File: config.mk
export PLATFORM = sky130hd
export DESIGN_NAME = eec_bank
export DESIGN_NICKNAME = d
export VERILOG_FILES = /design/src/include/eec_pkg.sv /design/src/rtl/eec_bank.sv /design/src/rtl/eec_counter.sv
export SDC_FILE = /design/constraint.sdc
export NUM_CORES = 1
export LEC_CHECK = 0
export ABC_AREA = 1
export BUFFER_PORTS_ARGS = -buffer_cell sky130_fd_sc_hd__buf_2
export CAP_MARGIN = 20
export CORE_ASPECT_RATIO = 1.2
export CORE_UTILIZATION = 56
export CTS_CLUSTER_DIAMETER = 150
export CTS_CLUSTER_SIZE = 14
export DETAILED_ROUTE_END_ITERATION = 8
export PLACE_DENSITY = 0.73
export REMOVE_ABC_BUFFERS = 1
export SETUP_SLACK_MARGIN = 0.2
export SYNTH_ARGS = -nofsm -noshare
export SYNTH_HDL_FRONTEND = slang
export SYNTH_SLANG_ARGS = --single-unit
File: constraint.sdc
create_clock -name sys_clk -period 3.6 [get_ports sys_clk]
set_clock_uncertainty 0.1 [all_clocks]
set_input_delay 0.18 -clock sys_clk [delete_from_list [all_inputs] [get_ports sys_clk]]
set_output_delay 0.18 -clock sys_clk [all_outputs]
set_load 0.01 [all_outputs]
File: src/include/eec_pkg.sv
// Package for the error event counter bank: map, widths, framing modes
package eec_pkg;
  localparam int          EEC_AW       = 8;
  localparam int          EEC_DW       = 8;
  localparam int          EEC_CW       = 16;
  localparam int          EEC_NCNT     = 5;
  localparam logic [7:0]  EEC_A_LCV_HI = 8'h50;
  localparam logic [7:0]  EEC_A_LCV_LO = 8'h51;
  localparam logic [7:0]  EEC_A_FRM_HI = 8'h52;
  localparam logic [7:0]  EEC_A_FRM_LO = 8'h53;
  localparam logic [7:0]  EEC_A_PAR_HI = 8'h54;
  localparam logic [7:0]  EEC_A_PAR_LO = 8'h55;
  localparam logic [7:0]  EEC_A_FEB_HI = 8'h56;
  localparam logic [7:0]  EEC_A_FEB_LO = 8'h57;
  localparam logic [7:0]  EEC_A_CBT_HI = 8'h58;
  localparam logic [7:0]  EEC_A_CBT_LO = 8'h59;
  localparam logic [7:0]  EEC_A_HOLD   = 8'h6c;
  localparam logic [7:0]  EEC_A_BASE   = 8'h50;
  localparam logic [7:0]  EEC_A_LAST   = 8'h59;
  localparam logic [15:0] EEC_CNT_RST  = 16'h0000;
  localparam logic [15:0] EEC_CNT_ONE  = 16'h0001;
  localparam logic [15:0] EEC_CNT_MAX  = 16'hffff;
  localparam logic [7:0]  EEC_BYTE_RST = 8'h00;

  typedef enum logic [1:0] {
    EEC_FMT_DS3_CBIT = 2'b00,
    EEC_FMT_DS3_M13  = 2'b01,
    EEC_FMT_E3_G751  = 2'b10,
    EEC_FMT_E3_G832  = 2'b11
  } eec_fmt_e;

  typedef struct packed {
    logic line_code_violation;
    logic framing_error;
    logic p_bit_error;
    logic bip4_error;
    logic bip8_error;
    logic far_end_block_error;
    logic cbit_error;
  } eec_evt_s;

  typedef struct packed {
    logic             rd;
    logic [EEC_AW-1:0] addr;
  } eec_rd_s;
endpackage : eec_pkg

File: src/rtl/eec_bank.sv
// Error event counter bank with byte-wide clear-on-read access
`timescale 1ns/10ps
module eec_bank (
  input  wire logic                     sys_clk,
  input  wire logic                     rstn,
  input  wire eec_pkg::eec_fmt_e        framing_mode,
  input  wire eec_pkg::eec_evt_s        events,
  input  wire eec_pkg::eec_rd_s         rd_req,
  output logic [eec_pkg::EEC_DW-1:0]    rd_data_r,
  output logic                          rd_valid_r
);
  import eec_pkg::*;

  // Byte lanes of one count and the slot of each counter in the bank
  localparam int HI_LSB  = EEC_CW - EEC_DW;
  localparam int IDX_LCV = 0;
  localparam int IDX_FRM = 1;
  localparam int IDX_PAR = 2;
  localparam int IDX_FEB = 3;
  localparam int IDX_CBT = 4;
  localparam int NBYTES  = EEC_A_LAST - EEC_A_BASE + 1;

  logic [EEC_NCNT-1:0]           evt_vec;
  logic [EEC_NCNT-1:0]           clr_vec;
  logic [EEC_NCNT-1:0]           hi_sel;
  logic [EEC_NCNT-1:0]           lo_sel;
  logic [EEC_CW-1:0]             cnt    [EEC_NCNT];
  logic [EEC_DW-1:0]             cnt_hi [EEC_NCNT];
  logic [EEC_DW-1:0]             cnt_lo [EEC_NCNT];
  logic [EEC_DW-1:0]             hold_r;
  logic [EEC_DW-1:0]             hold_nxt;
  logic [EEC_DW-1:0]             data_nxt;
  logic                          rd_valid_nxt;
  logic                          hold_sel;
  logic                          parity_evt;
  logic                          cbit_mode;

  // Map and counter array must agree, else a pair would decode to no counter
  if (2 * EEC_DW != EEC_CW) begin : g_chk_width
    $error("eec_bank: a count must split into exactly two bytes");
  end
  if (NBYTES != 2 * EEC_NCNT) begin : g_chk_pairs
    $error("eec_bank: pair range does not match the number of counters");
  end
  if (EEC_A_BASE[0] != 1'b0) begin : g_chk_align
    $error("eec_bank: the pair range must start on an even address");
  end
  if (EEC_A_HOLD >= EEC_A_BASE && EEC_A_HOLD <= EEC_A_LAST) begin : g_chk_hold
    $error("eec_bank: holding register overlaps a counter pair");
  end

  // Upper byte of counter i sits at the even address of its pair
  function automatic logic [EEC_AW-1:0] hi_addr(input int i);
    return EEC_A_BASE + EEC_AW'(2 * i);
  endfunction : hi_addr

  function automatic logic [EEC_AW-1:0] lo_addr(input int i);
    return hi_addr(i) + EEC_AW'(1);
  endfunction : lo_addr

  function automatic logic [EEC_DW-1:0] hi_byte(input logic [EEC_CW-1:0] c);
    return c[EEC_CW-1:HI_LSB];
  endfunction : hi_byte

  function automatic logic [EEC_DW-1:0] lo_byte(input logic [EEC_CW-1:0] c);
    return c[EEC_DW-1:0];
  endfunction : lo_byte

  // Parity source follows the framing format
  always_comb begin
    case (framing_mode)
      EEC_FMT_DS3_CBIT: parity_evt = events.p_bit_error;
      EEC_FMT_DS3_M13:  parity_evt = events.p_bit_error;
      EEC_FMT_E3_G751:  parity_evt = events.bip4_error;
      EEC_FMT_E3_G832:  parity_evt = events.bip8_error;
      default:          parity_evt = 1'b0;
    endcase
  end

  // C-bit parity only exists in C-bit framing; other modes must not count it
  always_comb begin
    case (framing_mode)
      EEC_FMT_DS3_CBIT: cbit_mode = 1'b1;
      default:          cbit_mode = 1'b0;
    endcase
  end

  assign evt_vec[IDX_LCV] = events.line_code_violation;
  assign evt_vec[IDX_FRM] = events.framing_error;
  assign evt_vec[IDX_PAR] = parity_evt;
  assign evt_vec[IDX_FEB] = events.far_end_block_error;
  assign evt_vec[IDX_CBT] = events.cbit_error && cbit_mode;

  genvar gi;
  generate
    for (gi = 0; gi < EEC_NCNT; gi++) begin : g_cnt
      assign hi_sel[gi]  = rd_req.rd && (rd_req.addr == hi_addr(gi));
      assign lo_sel[gi]  = rd_req.rd && (rd_req.addr == lo_addr(gi));
      // Either byte counts as the first read, so either one clears the count
      assign clr_vec[gi] = hi_sel[gi] || lo_sel[gi];
      assign cnt_hi[gi]  = hi_byte(cnt[gi]);
      assign cnt_lo[gi]  = lo_byte(cnt[gi]);
      eec_counter #(
        .CW (EEC_CW)
      ) u_cnt (
        .sys_clk (sys_clk),
        .rstn    (rstn),
        .evt     (evt_vec[gi]),
        .clr     (clr_vec[gi]),
        .cnt_r   (cnt[gi])
      );
    end
  endgenerate

  assign hold_sel = rd_req.rd && (rd_req.addr == EEC_A_HOLD);

  // Unmapped addresses fall through to zero; the read is still answered
  always_comb begin
    data_nxt = EEC_BYTE_RST;
    for (int i = 0; i < EEC_NCNT; i++) begin
      if (hi_sel[i]) begin
        data_nxt = cnt_hi[i];
      end
      if (lo_sel[i]) begin
        data_nxt = cnt_lo[i];
      end
    end
    if (hold_sel) begin
      data_nxt = hold_r;
    end
  end

  // Holding takes the pre-clear byte; a later pair read overwrites it
  always_comb begin
    hold_nxt = hold_r;
    for (int i = 0; i < EEC_NCNT; i++) begin
      if (hi_sel[i]) begin
        hold_nxt = cnt_lo[i];
      end
      if (lo_sel[i]) begin
        hold_nxt = cnt_hi[i];
      end
    end
    if (hold_sel) begin
      hold_nxt = EEC_BYTE_RST;
    end
  end

  assign rd_valid_nxt = rd_req.rd;

  always_ff @(posedge sys_clk or negedge rstn) begin
    if (!rstn) begin
      hold_r <= EEC_BYTE_RST;
    end else begin
      hold_r <= hold_nxt;
    end
  end

  always_ff @(posedge sys_clk or negedge rstn) begin
    if (!rstn) begin
      rd_data_r <= EEC_BYTE_RST;
    end else begin
      rd_data_r <= data_nxt;
    end
  end

  always_ff @(posedge sys_clk or negedge rstn) begin
    if (!rstn) begin
      rd_valid_r <= 1'b0;
    end else begin
      rd_valid_r <= rd_valid_nxt;
    end
  end
endmodule : eec_bank

File: src/rtl/eec_counter.sv
// One saturating clear-on-read 16-bit event counter
`timescale 1ns/10ps
module eec_counter #(
  parameter int CW = 16
) (
  input  wire logic          sys_clk,
  input  wire logic          rstn,
  input  wire logic          evt,
  input  wire logic          clr,
  output logic [CW-1:0]      cnt_r
);
  import eec_pkg::*;
  logic [CW-1:0] cnt_nxt;

  // The clear and saturation constants are 16 bits wide
  if (CW != EEC_CW) begin : g_chk_width
    $error("eec_counter: only 16-bit counters are supported");
  end

  always_comb begin
    cnt_nxt = cnt_r;
    if (clr) begin
      cnt_nxt = evt ? EEC_CNT_ONE : EEC_CNT_RST;
    end else if (evt && cnt_r != EEC_CNT_MAX) begin
      cnt_nxt = cnt_r + EEC_CNT_ONE;
    end
  end

  always_ff @(posedge sys_clk or negedge rstn) begin
    if (!rstn) begin
      cnt_r <= EEC_CNT_RST;
    end else begin
      cnt_r <= cnt_nxt;
    end
  end
endmodule : eec_counter

# --- Yosys cells after proc, flatten, opt, wreduce, memory -nomap -nowiden ---
# Index checks and enable logic that the tools add are counted.
# W data, S select, Z words.
word_totals:
  regBits: 97
  input_bits: 20
  out_inout_bits: 9
  word_cells: 101
classes:
  add_sub_neg: 5
  eq_ne: 19
  mux: 39
  n_reduce_logical: 30
op_table:
  columns: ["cell", "n"]
  rows:
  - ["$mux W8", 22]
  - ["$mux W16", 10]
  - ["$eq A8 B7 Y1 const B", 11]
  - ["$add A16 B1 Y16 const B", 5]
  - ["$ne A16 B16 Y1 const B", 5]
  - ["$logic_and A1 B1 Y1", 17]
  - ["$reduce_bool A11 Y1", 1]
  - ["$reduce_bool A2 Y1", 5]
  - ["$mux W1", 6]
  - ["$logic_or A1 B1 Y1", 5]
  - ["$eq A2 B2 Y1 const B", 2]
  - ["$pmux W1 S3", 1]
  - ["$eq A2 B1 Y1 const B", 1]
  - ["$logic_not A2 Y1", 1]
  - ["$reduce_or A2 Y1", 1]

# --- Depth between registers and ports, before layout ---
# Gate-level depths: netlist (run 1).
depth:
  ltp_word: 13
  mapped_depth: 16
  mapped_depth_nobuf: 14

# --- Cells and area by module ---
# A second synthesis (run 1) with hierarchy kept.
unflattened:
  hier_cells: 1193
  area_unflattened_um2: 7584.8
modules_own_cells:
  columns: ["mod", "n_inst", "cells_each", "area_per_inst_um2", "seq_area_each_um2"]
  rows:
  - ["eec_counter", 5, 149, 1021.0, 400.4]
  - ["eec_bank", 1, 448, 2479.9, 425.4]

# --- Worst setup path before layout (run 1) ---
# OpenSTA, ideal clock, no wires.
synth_timing:
  path_kind: "reg2reg"
  start: "register g_cnt[4].u_cnt.cnt_r[0]"
  end: "register g_cnt[4].u_cnt.cnt_r[12]"
  setup_ns: 0.119
  arrival_ns: 1.754
  t_required_ns: 3.381
  path_slack_ns: 1.627
  stages_incl_launch_ff: 12
  n_path_buf: 1
  period_less_slack_ns: 1.973
  cell_sequence: "dfrtp_1 > ha_1 > nand4_2 > nor2_2 > nand3_2 > nor2_2 > nand2_2 > o21ai_4 > nand2_4 > buf_6 > nand4_1 > o21ai_2"
synth_between:
  elab_chain_len: 3
  word_cells_on_any_way: 6
  cone_classes: "add/sub (1); eq/ne (1); mux (2); reduce/logical (2)"
synth_rtl:
  columns: ["item", "line_no", "text"]
  rows:
  - ["start, declared", "eec_counter.sv:10", "output logic [CW-1:0] cnt_r"]
  - ["start signal, assigned", "eec_counter.sv:33", "cnt_r <= cnt_nxt;"]
  - ["$add A16 B1 Y16 / $ne A16 B16 Y1 (equally long branches)", "eec_counter.sv:25, eec_counter.sv:24", null]
  - ["$mux W16 / $logic_and A1 B1 Y1 (equally long branches)", "eec_counter.sv:24", "end else if (evt && cnt_r != EEC_CNT_MAX) begin"]
  - ["$mux W16 / $reduce_bool A2 Y1 (equally long branches)", null, null]
# Parallel ways exist; a longest one is shown, timed or not. The select of a mux whose other input is x is not followed.
# A chain may end at the register's enable or synchronous reset.

# --- Worst setup path after layout (run 1) ---
layout_timing:
  start: "input port rd_req[8] (netlist name)"
  end: "register hold_r[4]"
layout_between:
  elab_chain_len: 11
  word_cells_on_any_way: 22
  cone_classes: "mux (10); reduce/logical (12)"
layout_rtl:
  columns: ["item", "line_no", "text"]
  rows:
  - ["start, declared", "eec_bank.sv:8", "input wire eec_pkg::eec_rd_s rd_req,"]
  - ["$logic_and A1 B1 Y1", "eec_bank.sv:98", "assign lo_sel[gi] = rd_req.rd && (rd_req.addr == lo_addr(gi));"]
  - ["$mux W8", "eec_bank.sv:140", "if (lo_sel[i]) begin"]
  - ["$mux W8", "eec_bank.sv:137", "if (hi_sel[i]) begin"]
  - ["$mux W8", "eec_bank.sv:140", null]
  - ["$mux W8", "eec_bank.sv:137", null]
  - ["$mux W8", "eec_bank.sv:140", null]
  - ["$mux W8", "eec_bank.sv:137", null]
  - ["$mux W8", "eec_bank.sv:140", null]
  - ["$mux W8", "eec_bank.sv:137", null]
  - ["$mux W8", "eec_bank.sv:140", null]
  - ["$mux W8", "eec_bank.sv:144", "if (hold_sel) begin"]
  - ["end signal, assigned", "eec_bank.sv:155", "hold_r <= hold_nxt;"]
  - ["end, declared", "eec_bank.sv:30", "logic [EEC_DW-1:0] hold_r;"]
# Parallel ways exist; a longest one is shown, timed or not.

==> metrics.yaml, run 1 <==
outcome: "finished clean"
power.density_nw_per_um2: 481.3
max_slew_margin_pct: 55.95
min_to: "g_cnt[3].u_cnt.cnt_r[0]$_DFFE_PN0P_"
p_comb_share_pct: 27.2
hold_path_depth: 5
critPathLaunchType: "input pin"
syn_area_sq_um: 6987
multi_input_area_sq_um: 3887
clkPwrFrac_pct: 26.1
p_leak_nw: 3.740
cts_tree: "built"
worstPathMaxFanout: 13
rsz0062_at_grt: "false"
cts_sinks: 97
swShare_pct: 40.79
drc: 0
fp-row-count: 44
ff2ff_setup_slack_ns: 1.04
timing.final.ws_setup_ns: 0.7225
area_delta_synth_final_pct: 8.130
dr.pass1.iters: 5
fin_tns_setup_ns: 0
worst_pin_slew_ns: 0.6592
layout-drive-gt1-share_pct: 11.72
worst_path_most_repeated_cell: "nand2_1"
core_sq_um: 12110
cts-buffers-inserted: 9
fin_crit_ns: 2.878
ioPinCount: 29
gp_congestion: 0.9875
regArea_sq_um: 2427
cp.required_ns: 3.81
port_buffers: 28
path_clk_slew_ns: 0.07
utilization_pct: 62.38
r2r_start: "g_cnt[1].u_cnt.cnt_r[0]$_DFFE_PN0P_"
wl_per_cell_microns: 16.42
totalWireLength_microns: 20020
die-width_microns: 104.0
ant_nets: 0
critical_path_class: "in -> reg"
vias: 7109
hpwl_microns: 15180
antenna_found_initial: 0
min_from: "events[1]"
viasPerCell: 5.832
synthFlopType: "dfrtp_1"
ir_worst_vdd_mv: 0.2878
grt_pass1_wl_microns: 33180
diodes: 0
switching_power_mw: 1.483
track_usage_pct: 32.41
synth_area_per_cell_sq_um: 6.790
seq_area_frac_synth_pct: 34.74
maxCapViolations: 0
setup-violations-final: 0
rr_worst_depth: 13
max_stage_delay_ns: 0.51
dieArea_sq_um: 12930
timing.fmax_ghz: 0.3475
clockRootBuffer: "clkbuf_16"
min_path_type: "in -> reg"
crit_path_top_delay_cell: "dlygate4sd3_1"
drtIter0Drc: 548
synth_cell_types: 48
fillers: 1187
h-tree-depth: 3
grt_pass1_vias: 6772
nets: 1078
p_total_mw: 3.636
dp_worst_setup_slack_ns: 0.8028
r2r-end: "g_cnt[1].u_cnt.cnt_r[9]$_DFFE_PN0P_"
die_h_microns: 124.4
p_int_mw: 2.153
path_cells: "dlygate4sd3_1 > buf_2 > nand2_1 > nor2_2 > nand3_1 > nand2_1 > nor2_1 > nand2_1 > nand2_1 > nor2_1 > nand2_1 > nand2_1"
path_buf_inv: 2
clkLatencyLatePin_ns: 0.37
finalCritPeriodShare_pct: 79.93
yosysWarnings: 0
arrival_ns: 3.09
seqPwrFrac_pct: 46.7
grt_max_degree: 44
worst_setup_path_end_kind: "flip-flop"
finalHoldViolCount: 0
initial_core_util_pct: 57.69
synthArstFlopShare_pct: 100.0
slew_viol_final: 0
ys_ff_latch: 97
clk_path_buf_depth: 2
synth-edff-count: 0
whs_ns: 0.08908
cp_top_family: "simple AND/OR/NAND/NOR gates"
grt-ovfl-total: 0
syn-instance-count: 1029
## routing by layer
| layer | part of all wire [%] | wire length [microns] | global-route usage [%] | vias to the layer above |
|---|---|---|---|---|
| met1 | 41 | 8251 | 40.13 | 3309 |
| met5 | 0 | 0 | 0 | - |
| met3 | 6.2 | 1249 | 4.605 | 47 |
| met4 | 3.8 | 753 | 17.23 | 0 |
| met2 | 49 | 9763 | 54.63 | 278 |
| li1 | - | - | - | 3475 |
## synthesized netlist by cell type, types with 4 or more instances
master | number | area [sq um]
nand2_1 | 265 | 994.7
inv_1 | 121 | 454.2
dfrtp_1 | 97 | 2427
nor2_1 | 87 | 326.6
a21oi_1 | 77 | 385.4
nand3_1 | 71 | 355.3
o21ai_0 | 57 | 285.3
nand4_1 | 45 | 281.5
nor3_1 | 27 | 135.1
buf_2 | 17 | 85.08
xor2_1 | 17 | 148.9
inv_2 | 15 | 56.30
nor2_2 | 13 | 81.33
o21ai_1 | 12 | 60.06
o31ai_1 | 11 | 82.58
o22ai_1 | 9 | 56.30
nand2_2 | 8 | 50.05
nor4_1 | 7 | 43.79
a31oi_1 | 5 | 31.28
ha_1 | 5 | 62.56
nand2_4 | 5 | 56.30
o21ai_2 | 5 | 43.79
or2_2 | 5 | 31.28
nand3_2 | 4 | 40.04
o211ai_1 | 4 | 30.03
## cell usage in the layout (no fill, tap or decap), drive strengths merged
master	count
nor2	103
or2	5
a221oi	2
dlygate4sd3	4
a211oi	1
dfrtp	97
clkbuf	9
o211ai	6
o22ai	9
and3	1
nand2	278
a31oi	5
nand4	47
a21boi	1
o21a	2
a22oi	2
buf	35
o31ai	11
clkinvlp	1
nor4	9
ha	5
nor3	30
inv	141
nor3b	1
o21ai	76
xor2	17
nand3	75
o21bai	3
a21oi	79
clkinv	3
## how the worst max path moves through the flow
stage	from	endpoint	slack, ns	depth (start not counted)
2_1_floorplan	rd_req[3]	rd_data_r[0]$_DFF_PN0_	1.44	9
3_3_place_gp	rd_req[5]	rd_data_r[0]$_DFF_PN0_	0.83	11
3_5_place_dp	rd_req[5]	rd_data_r[0]$_DFF_PN0_	0.80	11
4_1_cts	rd_req[8]	hold_r[4]$_DFFE_PN0P_	0.81	12
5_1_grt	rd_req[8]	hold_r[0]$_DFFE_PN0P_	0.53	12
6_report	rd_req[8]	hold_r[4]$_DFFE_PN0P_	0.72	12
## registers in the layout (all words and copies together), names as in the netlist
signal             flops
hold_r                 8
rd_valid_r             1
g_cnt.u_cnt.cnt_r     80
rd_data_r              8
## power groups by stage
| stage | registers [mW] | clock network (mW) | logic (mW) |
|---|---|---|---|
| floorplan | 1.59 | 0 | 0.719 |
| global placement | 1.70 | 0 | 0.957 |
| detailed placement | 1.70 | 0 | 0.966 |
| CTS | 1.69 | 0.964 | 0.976 |
| global route | 1.74 | 1.00 | 1.13 |
| finish | 1.70 | 0.948 | 0.988 |
## tightest hold or removal path, stage by stage
cell and delay [ns]:
buf_2 0.11, nand2_1 0.05, o21ai_0 0.06, nand2_1 0.05
o21ai_1 0.06
## stage by stage
stage	std cells	cell area, sq um
final	1219	7555
after CTS	1219	7555
after detailed placement	1199	7231
after global placement	1199	7231
after floorplan	1003	6834
after global routing	1219	7555
## what timing repair did
action | in CTS | in global routing
hold buffers | 4 | 0
buffers inserted | 0 | 0
resized for setup | 0 | 0
hold endpoints to repair | 44 | 0
## layout make-up
class	count	area share [%]
Clock inverter	7	0.7784
Timing Repair Buffer	39	3.114
Multi-Input combinational cell	768	51.46
Clock buffer	9	2.981
Inverter	138	6.873
Tap cell	161	2.666
Sequential cell	97	32.13
## cells by family after synthesis
group | count (synthesis) | synth area share (%)
flip-flops | 97 | 34.74
AND/OR/NAND/NOR | 549 | 36.30
adder cells (fa/ha/maj) | 5 | 0.8954
XOR/XNOR | 17 | 2.131
AO/OA/AOI/OAI | 197 | 16.31
buffers and inverters | 164 | 9.617
(Power assumes the default switching activity.)
==> inputs of run 2 (changes only) <==
Settings changed: PLACE_DENSITY 0.73 to 0.76.
Clock period 3.6 ns to 2.5 ns, I/O delays scaled along.
==> run 2 against run 1 <==
Compared with the run above: first-iteration DRC count increased by 32%; register-to-register slack worse by 0.72 ns; routed wire length up 0.79%; critical path type unchanged.
==> metrics.yaml, run 2 (synthesized netlist as in run 1, its figures left out) <==
grt_pass1_wl_microns: 32750  # -1.3%
port_buffers: 28  # unchanged
finalCritPeriodShare_pct: 88.33
layout-drive-gt1-share_pct: 14.83  # +3.1 points
cts_tree: "built"
grt_pass1_vias: 6705  # -0.99%
critical_path_class: "in -> reg"
fillers: 1116  # -6.0%
dpl_cell_area_sq_um: 7356  # +1.7%
cts-buffers-inserted: 9  # unchanged
worst_pin_slew_ns: 0.6131  # -0.04615 ns
diodes: 0  # unchanged
nets: 1106  # +2.6%
largestRegisters: "g_cnt.u_cnt.cnt_r (80), hold_r (8), rd_data_r (8)"
top_register: "g_cnt.u_cnt.cnt_r"
ant_nets: 0  # unchanged
cp.required_ns: 2.64  # -1.17 ns
die_h_microns: 124.4  # unchanged
ioPinCount: 29  # unchanged
hpwl_microns: 15150  # -0.17%
final_common_cell: "nand2_1"
worst_setup_path_end_kind: "flip-flop"
drtIter0Drc: 725  # +32%
maxCapViolations: 0  # unchanged
clockRootBuffer: "clkbuf_16"
clk_path_buf_depth: 2  # unchanged
fin_tns_setup_ns: 0  # unchanged
slew_viol_final: 0  # unchanged
p_leak_nw: 3.875  # +3.6%
gp_congestion: 0.9869  # about the same
fp-row-count: 44  # unchanged
vias: 7235  # +1.8%
totalWireLength_microns: 20180  # +0.79%
antenna_found_initial: 0  # unchanged
arrival_ns: 2.35  # -0.74 ns
track_usage_pct: 31.87  # -0.54 points
area_delta_synth_final_pct: 12.55
ir_worst_vdd_mv: 0.3863  # +34%
setup-violations-final: 0  # unchanged
finalHoldViolCount: 0  # unchanged
worstPathMaxFanout: 12  # -1
fin_crit_ns: 2.208
max_slew_margin_pct: 59.13  # +3.2 points
power.density_nw_per_um2: 680.3  # +41%
timing.fmax_ghz: 0.4529
largest_register_ffs: 80  # unchanged
dr.pass1.iters: 5  # unchanged
dieArea_sq_um: 12930  # unchanged
viasPerCell: 5.802  # -0.51%
grt-ovfl-total: 0  # unchanged
path_clk_slew_ns: 0.07  # about the same
final_cell_mix: "nand2_1, inv_1, dfrtp_1"
wl_per_cell_microns: 16.18  # -1.5%
p_total_mw: 5.350  # +47%
rsz0062_at_grt: "false"
outcome: "finished clean"
cts_sinks: 97  # unchanged
clkLatencyLatePin_ns: 0.36  # about the same
critPathLaunchType: "input pin"
initial_core_util_pct: 57.69  # unchanged
h-tree-depth: 3  # unchanged
min_path_type: "in -> reg"
grt_max_degree: 52  # +18%
final_area_sq_um: 7864  # +4.1%
drc: 0  # unchanged
core_sq_um: 12110  # unchanged
die-width_microns: 104.0  # unchanged
[run 2: changes by cell type in the layout (fill, tap and decap cells not counted), moves of 2 or more]
cell,change
inv_1,-3
nor2_4,+4
ha_1,-2
buf_4,+27
clkinv_4,+2
ha_2,+2
inv_4,+3
nor2_2,-4
nand2_8,+2
[run 2: path summary, 6_finish.rpt]
path                            cells past startpoint                              endpoint                           startpoint  slack (ns)
worst max-delay path                               12   g_cnt[0].u_cnt.cnt_r[9]$_DFFE_PN0P_                            rd_req[8]        0.29
worst min-delay path                                5   g_cnt[3].u_cnt.cnt_r[0]$_DFFE_PN0P_                            events[1]        0.08
worst max register to register                     14  g_cnt[2].u_cnt.cnt_r[10]$_DFFE_PN0P_  g_cnt[2].u_cnt.cnt_r[1]$_DFFE_PN0P_        0.32
worst min register to register                      2                 hold_r[5]$_DFFE_PN0P_                hold_r[5]$_DFFE_PN0P_        0.38
max in group asynchronous                           3   g_cnt[4].u_cnt.cnt_r[0]$_DFFE_PN0P_                                 rstn        1.39
min in group asynchronous                           2   g_cnt[0].u_cnt.cnt_r[6]$_DFFE_PN0P_                                 rstn        0.21
[run 2: power breakdown]
group | internal, mW | switching, mW | leakage [nW]
clock | 0.694 | 0.656 | 0.143
sequential | 1.94 | 0.503 | 1.22
combinational | 0.541 | 1.01 | 2.51
[run 2: area by class of cell]
type,count,area (sq um),area share [%]
Inverter,138,530.5,6.746
Clock inverter,7,60.06,0.7637
Timing Repair Buffer,67,457.9,5.823
Sequential cell,97,2429,30.88
Clock buffer,9,225.2,2.864
Multi-Input combinational cell,768,3960,50.36
Tap cell,161,201.4,2.562
[run 2: per-stage QoR]
stage	hold slack, ns	utilization, %	worst slack [ns]	std cells
2_1_floorplan	-0.2706	-	0.3916	1003
3_5_place_dp	0.07320	60.73	0.1474	1214
4_1_cts	0.06578	63.46	0.2325	1234
6_report	0.08320	64.93	0.2918	1247
5_1_grt	0.1059	64.93	0.1018	1247
3_3_place_gp	0.06817	60.73	0.2665	1214
[run 2: what timing repair did]
| action | in CTS | in global routing |
|---|---|---|
| endpoints found under the setup margin | 6 | 49 |
| hold buffers | 4 | 0 |
| pin swaps | 0 | 7 |
| gates resized for setup | 2 | 19 |
| endpoints found under the hold margin | 49 | 0 |
| buffers inserted | 0 | 13 |
[run 2: per-layer routing]
| layer | vias up | routed length, microns | GRT usage (%) |
|---|---|---|---|
| li1 | 3534 | - | - |
| met1 | 3358 | 8254 | 39.70 |
| met2 | 264 | 9737 | 52.82 |
| met3 | 79 | 1180 | 4.814 |
| met4 | 0 | 1003 | 17.65 |
| met5 | - | 0 | 0 |
[run 2: critical path: stages]
cell           delay, ns
dlygate4sd3_1       0.52
buf_2               0.24
nand2_1             0.13
nor2_4              0.17
buf_4               0.19
inv_1               0.08
nor3_1              0.26
nor2_2              0.15
nand2_4             0.19
clkinv_2            0.12
nor2_1              0.12
a21oi_1             0.06
==> inputs of run 3 (changes only) <==
Settings changed: BUFFER_PORTS_ARGS -buffer_cell sky130_fd_sc_hd__buf_2 to not set, CELL_PAD_IN_SITES_DETAIL_PLACEMENT set to 1, CELL_PAD_IN_SITES_GLOBAL_PLACEMENT set to 1, CORE_UTILIZATION 56 to 42, DONT_BUFFER_PORTS set to 1, PLACE_DENSITY 0.76 to not set, PLACE_DENSITY_LB_ADDON set to 0.1.
==> run 3 against run 2 <==
Compared with the run above: the run now ends with hold timing left; critical endpoint is now g_cnt[2].u_cnt.cnt_r[0]$_DFFE_PN0P_; via count down 0.93%; largest power group unchanged; global-route usage decreased by 2.6 points; count of clock-buffer cells in the layout did not move; power rose by 3.4%; largest cell class unchanged.
==> metrics.yaml, run 3 (synthesized netlist as in run 1, its figures left out) <==
fin_crit_ns: 2.203  # -0.005273 ns
final_cell_mix: "nand2_1, inv_1, dfrtp_1"
largest_register_ffs: 80  # unchanged
drtIter0Drc: 456  # -37%
ir_worst_vdd_mv: 0.3185  # -18%
clk_path_buf_depth: 2  # unchanged
wl_per_cell_microns: 19.19  # +19%
top_register: "g_cnt.u_cnt.cnt_r"
dp_worst_setup_slack_ns: 0.1721  # +0.02465 ns
fin_tns_setup_ns: 0  # unchanged
fillers: 2151  # +93%
cts_tree: "built"
critPathLaunchType: "flip-flop"
grt-ovfl-total: 0  # unchanged
gp_congestion: 0.9175  # -7.0%
port_buffers: 0  # -100%
diodes: 0  # unchanged
clockRootBuffer: "clkbuf_16"
outcome: "complete, but fails checks"
worst_pin_slew_ns: 0.6071  # -0.005947 ns
dieArea_sq_um: 17160  # +33%
layout-drive-gt1-share_pct: 13.33  # -1.5 points
arrival_ns: 2.35  # about the same
cp.required_ns: 2.65  # about the same
layout.cells.non_filler: 1277  # +2.4%
viasPerCell: 5.613  # -3.3%
final_area_sq_um: 7845  # -0.24%
die-width_microns: 119.7  # +15%
max_slew_margin_pct: 59.44  # +0.31 points
dpl.cell_count: 1240  # +2.1%
dr.pass1.iters: 4  # -1
dpl_cell_area_sq_um: 7287  # -0.94%
ant_nets: 0  # unchanged
finalCritPeriodShare_pct: 88.12  # -0.21 points
clkLatencyLatePin_ns: 0.37  # about the same
path_clk_slew_ns: 0.08  # about the same
area_delta_synth_final_pct: 12.29
setup-violations-final: 0  # unchanged
rsz0062_at_grt: "false"
whs_ns: -0.6534  # -0.7366 ns
final_common_cell: "nand2_1"
grt_pass1_vias: 7181  # +7.1%
worstPathMaxFanout: 6  # -6
initial_core_util_pct: 42.94  # -15 points
slew_viol_final: 0  # unchanged
timing.fmax_ghz: 0.4539  # +0.24%
violations: "hold timing"
hold_buffers: 4  # unchanged
grt_max_degree: 98  # +88%
finalHoldViolCount: 97  # +97
utilization_pct: 48.21  # -17 points
timing.final.ws_setup_ns: 0.2970  # +0.005273 ns
core_sq_um: 16270  # +34%
power.density_nw_per_um2: 705.3  # +3.7%
die_h_microns: 143.3  # +15%
largestRegisters: "g_cnt.u_cnt.cnt_r (80), hold_r (8), rd_data_r (8)"
p_leak_nw: 3.792  # -2.1%
cts_sinks: 97  # unchanged
grt_pass1_wl_microns: 38750  # +18%
maxCapViolations: 0  # unchanged
vias: 7168  # -0.93%
fp-row-count: 51  # +16%
drc: 0  # unchanged
hpwl_microns: 18530  # +22%
min_path_type: "in -> async"
nets: 1085  # -1.9%
ioPinCount: 29  # unchanged
antenna_found_initial: 0  # unchanged
critical_path_class: "reg -> reg"
track_usage_pct: 29.30  # -2.6 points
h-tree-depth: 3  # unchanged
worst_setup_path_end_kind: "flip-flop"
cts-buffers-inserted: 9  # unchanged
totalWireLength_microns: 24500  # +21%
## run 3: cell count changes in the layout (fill, tap and decap cells not counted), moves of 2 or more
| cell | delta |
|---|---|
| buf_2 | -27 |
| inv_4 | -2 |
| inv_2 | +3 |
| clkinv_4 | -2 |
| buf_4 | +6 |
## run 3: path summary, 6_finish.rpt
kind | slack (ns) | start | cells past startpoint | to
worst max-delay path | 0.30 | g_cnt[2].u_cnt.cnt_r[1]$_DFFE_PN0P_ | 13 | g_cnt[2].u_cnt.cnt_r[0]$_DFFE_PN0P_
worst min-delay path | -0.65 | rstn | 0 | g_cnt[0].u_cnt.cnt_r[3]$_DFFE_PN0P_
worst max register to register | 0.30 | g_cnt[2].u_cnt.cnt_r[1]$_DFFE_PN0P_ | 13 | g_cnt[2].u_cnt.cnt_r[0]$_DFFE_PN0P_
worst min register to register | 0.39 | hold_r[1]$_DFFE_PN0P_ | 2 | hold_r[1]$_DFFE_PN0P_
max in group asynchronous | 2.68 | rstn | 0 | g_cnt[3].u_cnt.cnt_r[10]$_DFFE_PN0P_
min in group sys_clk | 0.06 | events[4] | 5 | g_cnt[2].u_cnt.cnt_r[0]$_DFFE_PN0P_
## run 3: through the flow
stage               hold slack, ns  total power [mW]
floorplan                  -0.2706             3.322
global placement           -0.2681             3.873
detailed placement         -0.2684             3.906
CTS                        -0.6653             5.443
global route               -0.6640             5.849
finish                     -0.6534             5.533
## run 3: worst max-delay path, stage by stage (launching register included)
cell and delay, ns:
dfrtp_1 0.38, ha_2 0.20, nand2_2 0.08, nor2_4 0.14
nand3_4 0.11, nor2_4 0.15, nand2_2 0.09, nor3_4 0.26
nand2_2 0.09, nand2_4 0.12, buf_4 0.16, nor2_1 0.06
nand2_1 0.07, o211ai_2 0.07
## run 3: area by class of cell
type / count / area, sq um / share of cell area, %
multi-input cells: 768 / 3950 / 50.35
flip-flops and latches: 97 / 2430 / 30.97
inverters: 138 / 521.8 / 6.651
repair buffers: 46 / 367.9 / 4.689
well taps: 212 / 265.3 / 3.381
clock buffers: 9 / 225.2 / 2.871
clock inverters: 7 / 85.08 / 1.085
## run 3: per-layer routing
layer	wire length [microns]	global-route usage, %	vias to the layer above
li1	-	-	3471
met1	10680	36.45	3539
met2	12510	52.21	117
met3	642	2.716	41
met4	662	11.18	0
met5	0	0	-
## run 3: report_power, final
group | leakage (nW) | total, mW | internal [mW] | switching, mW
clock network | 0.146 | 1.51 | 0.798 | 0.711
registers | 1.22 | 2.47 | 1.94 | 0.531
logic | 2.42 | 1.55 | 0.530 | 1.02
total | 3.79 | 5.53 | 3.27 | 2.26
## run 3: repair_timing
| action | in CTS | in global routing |
|---|---|---|
| pin swaps | 1 | 4 |
| endpoints found under the setup margin | 10 | 45 |
| buffers inserted | 1 | 16 |
| hold endpoints to repair | 105 | 97 |
| resized for setup | 1 | 18 |
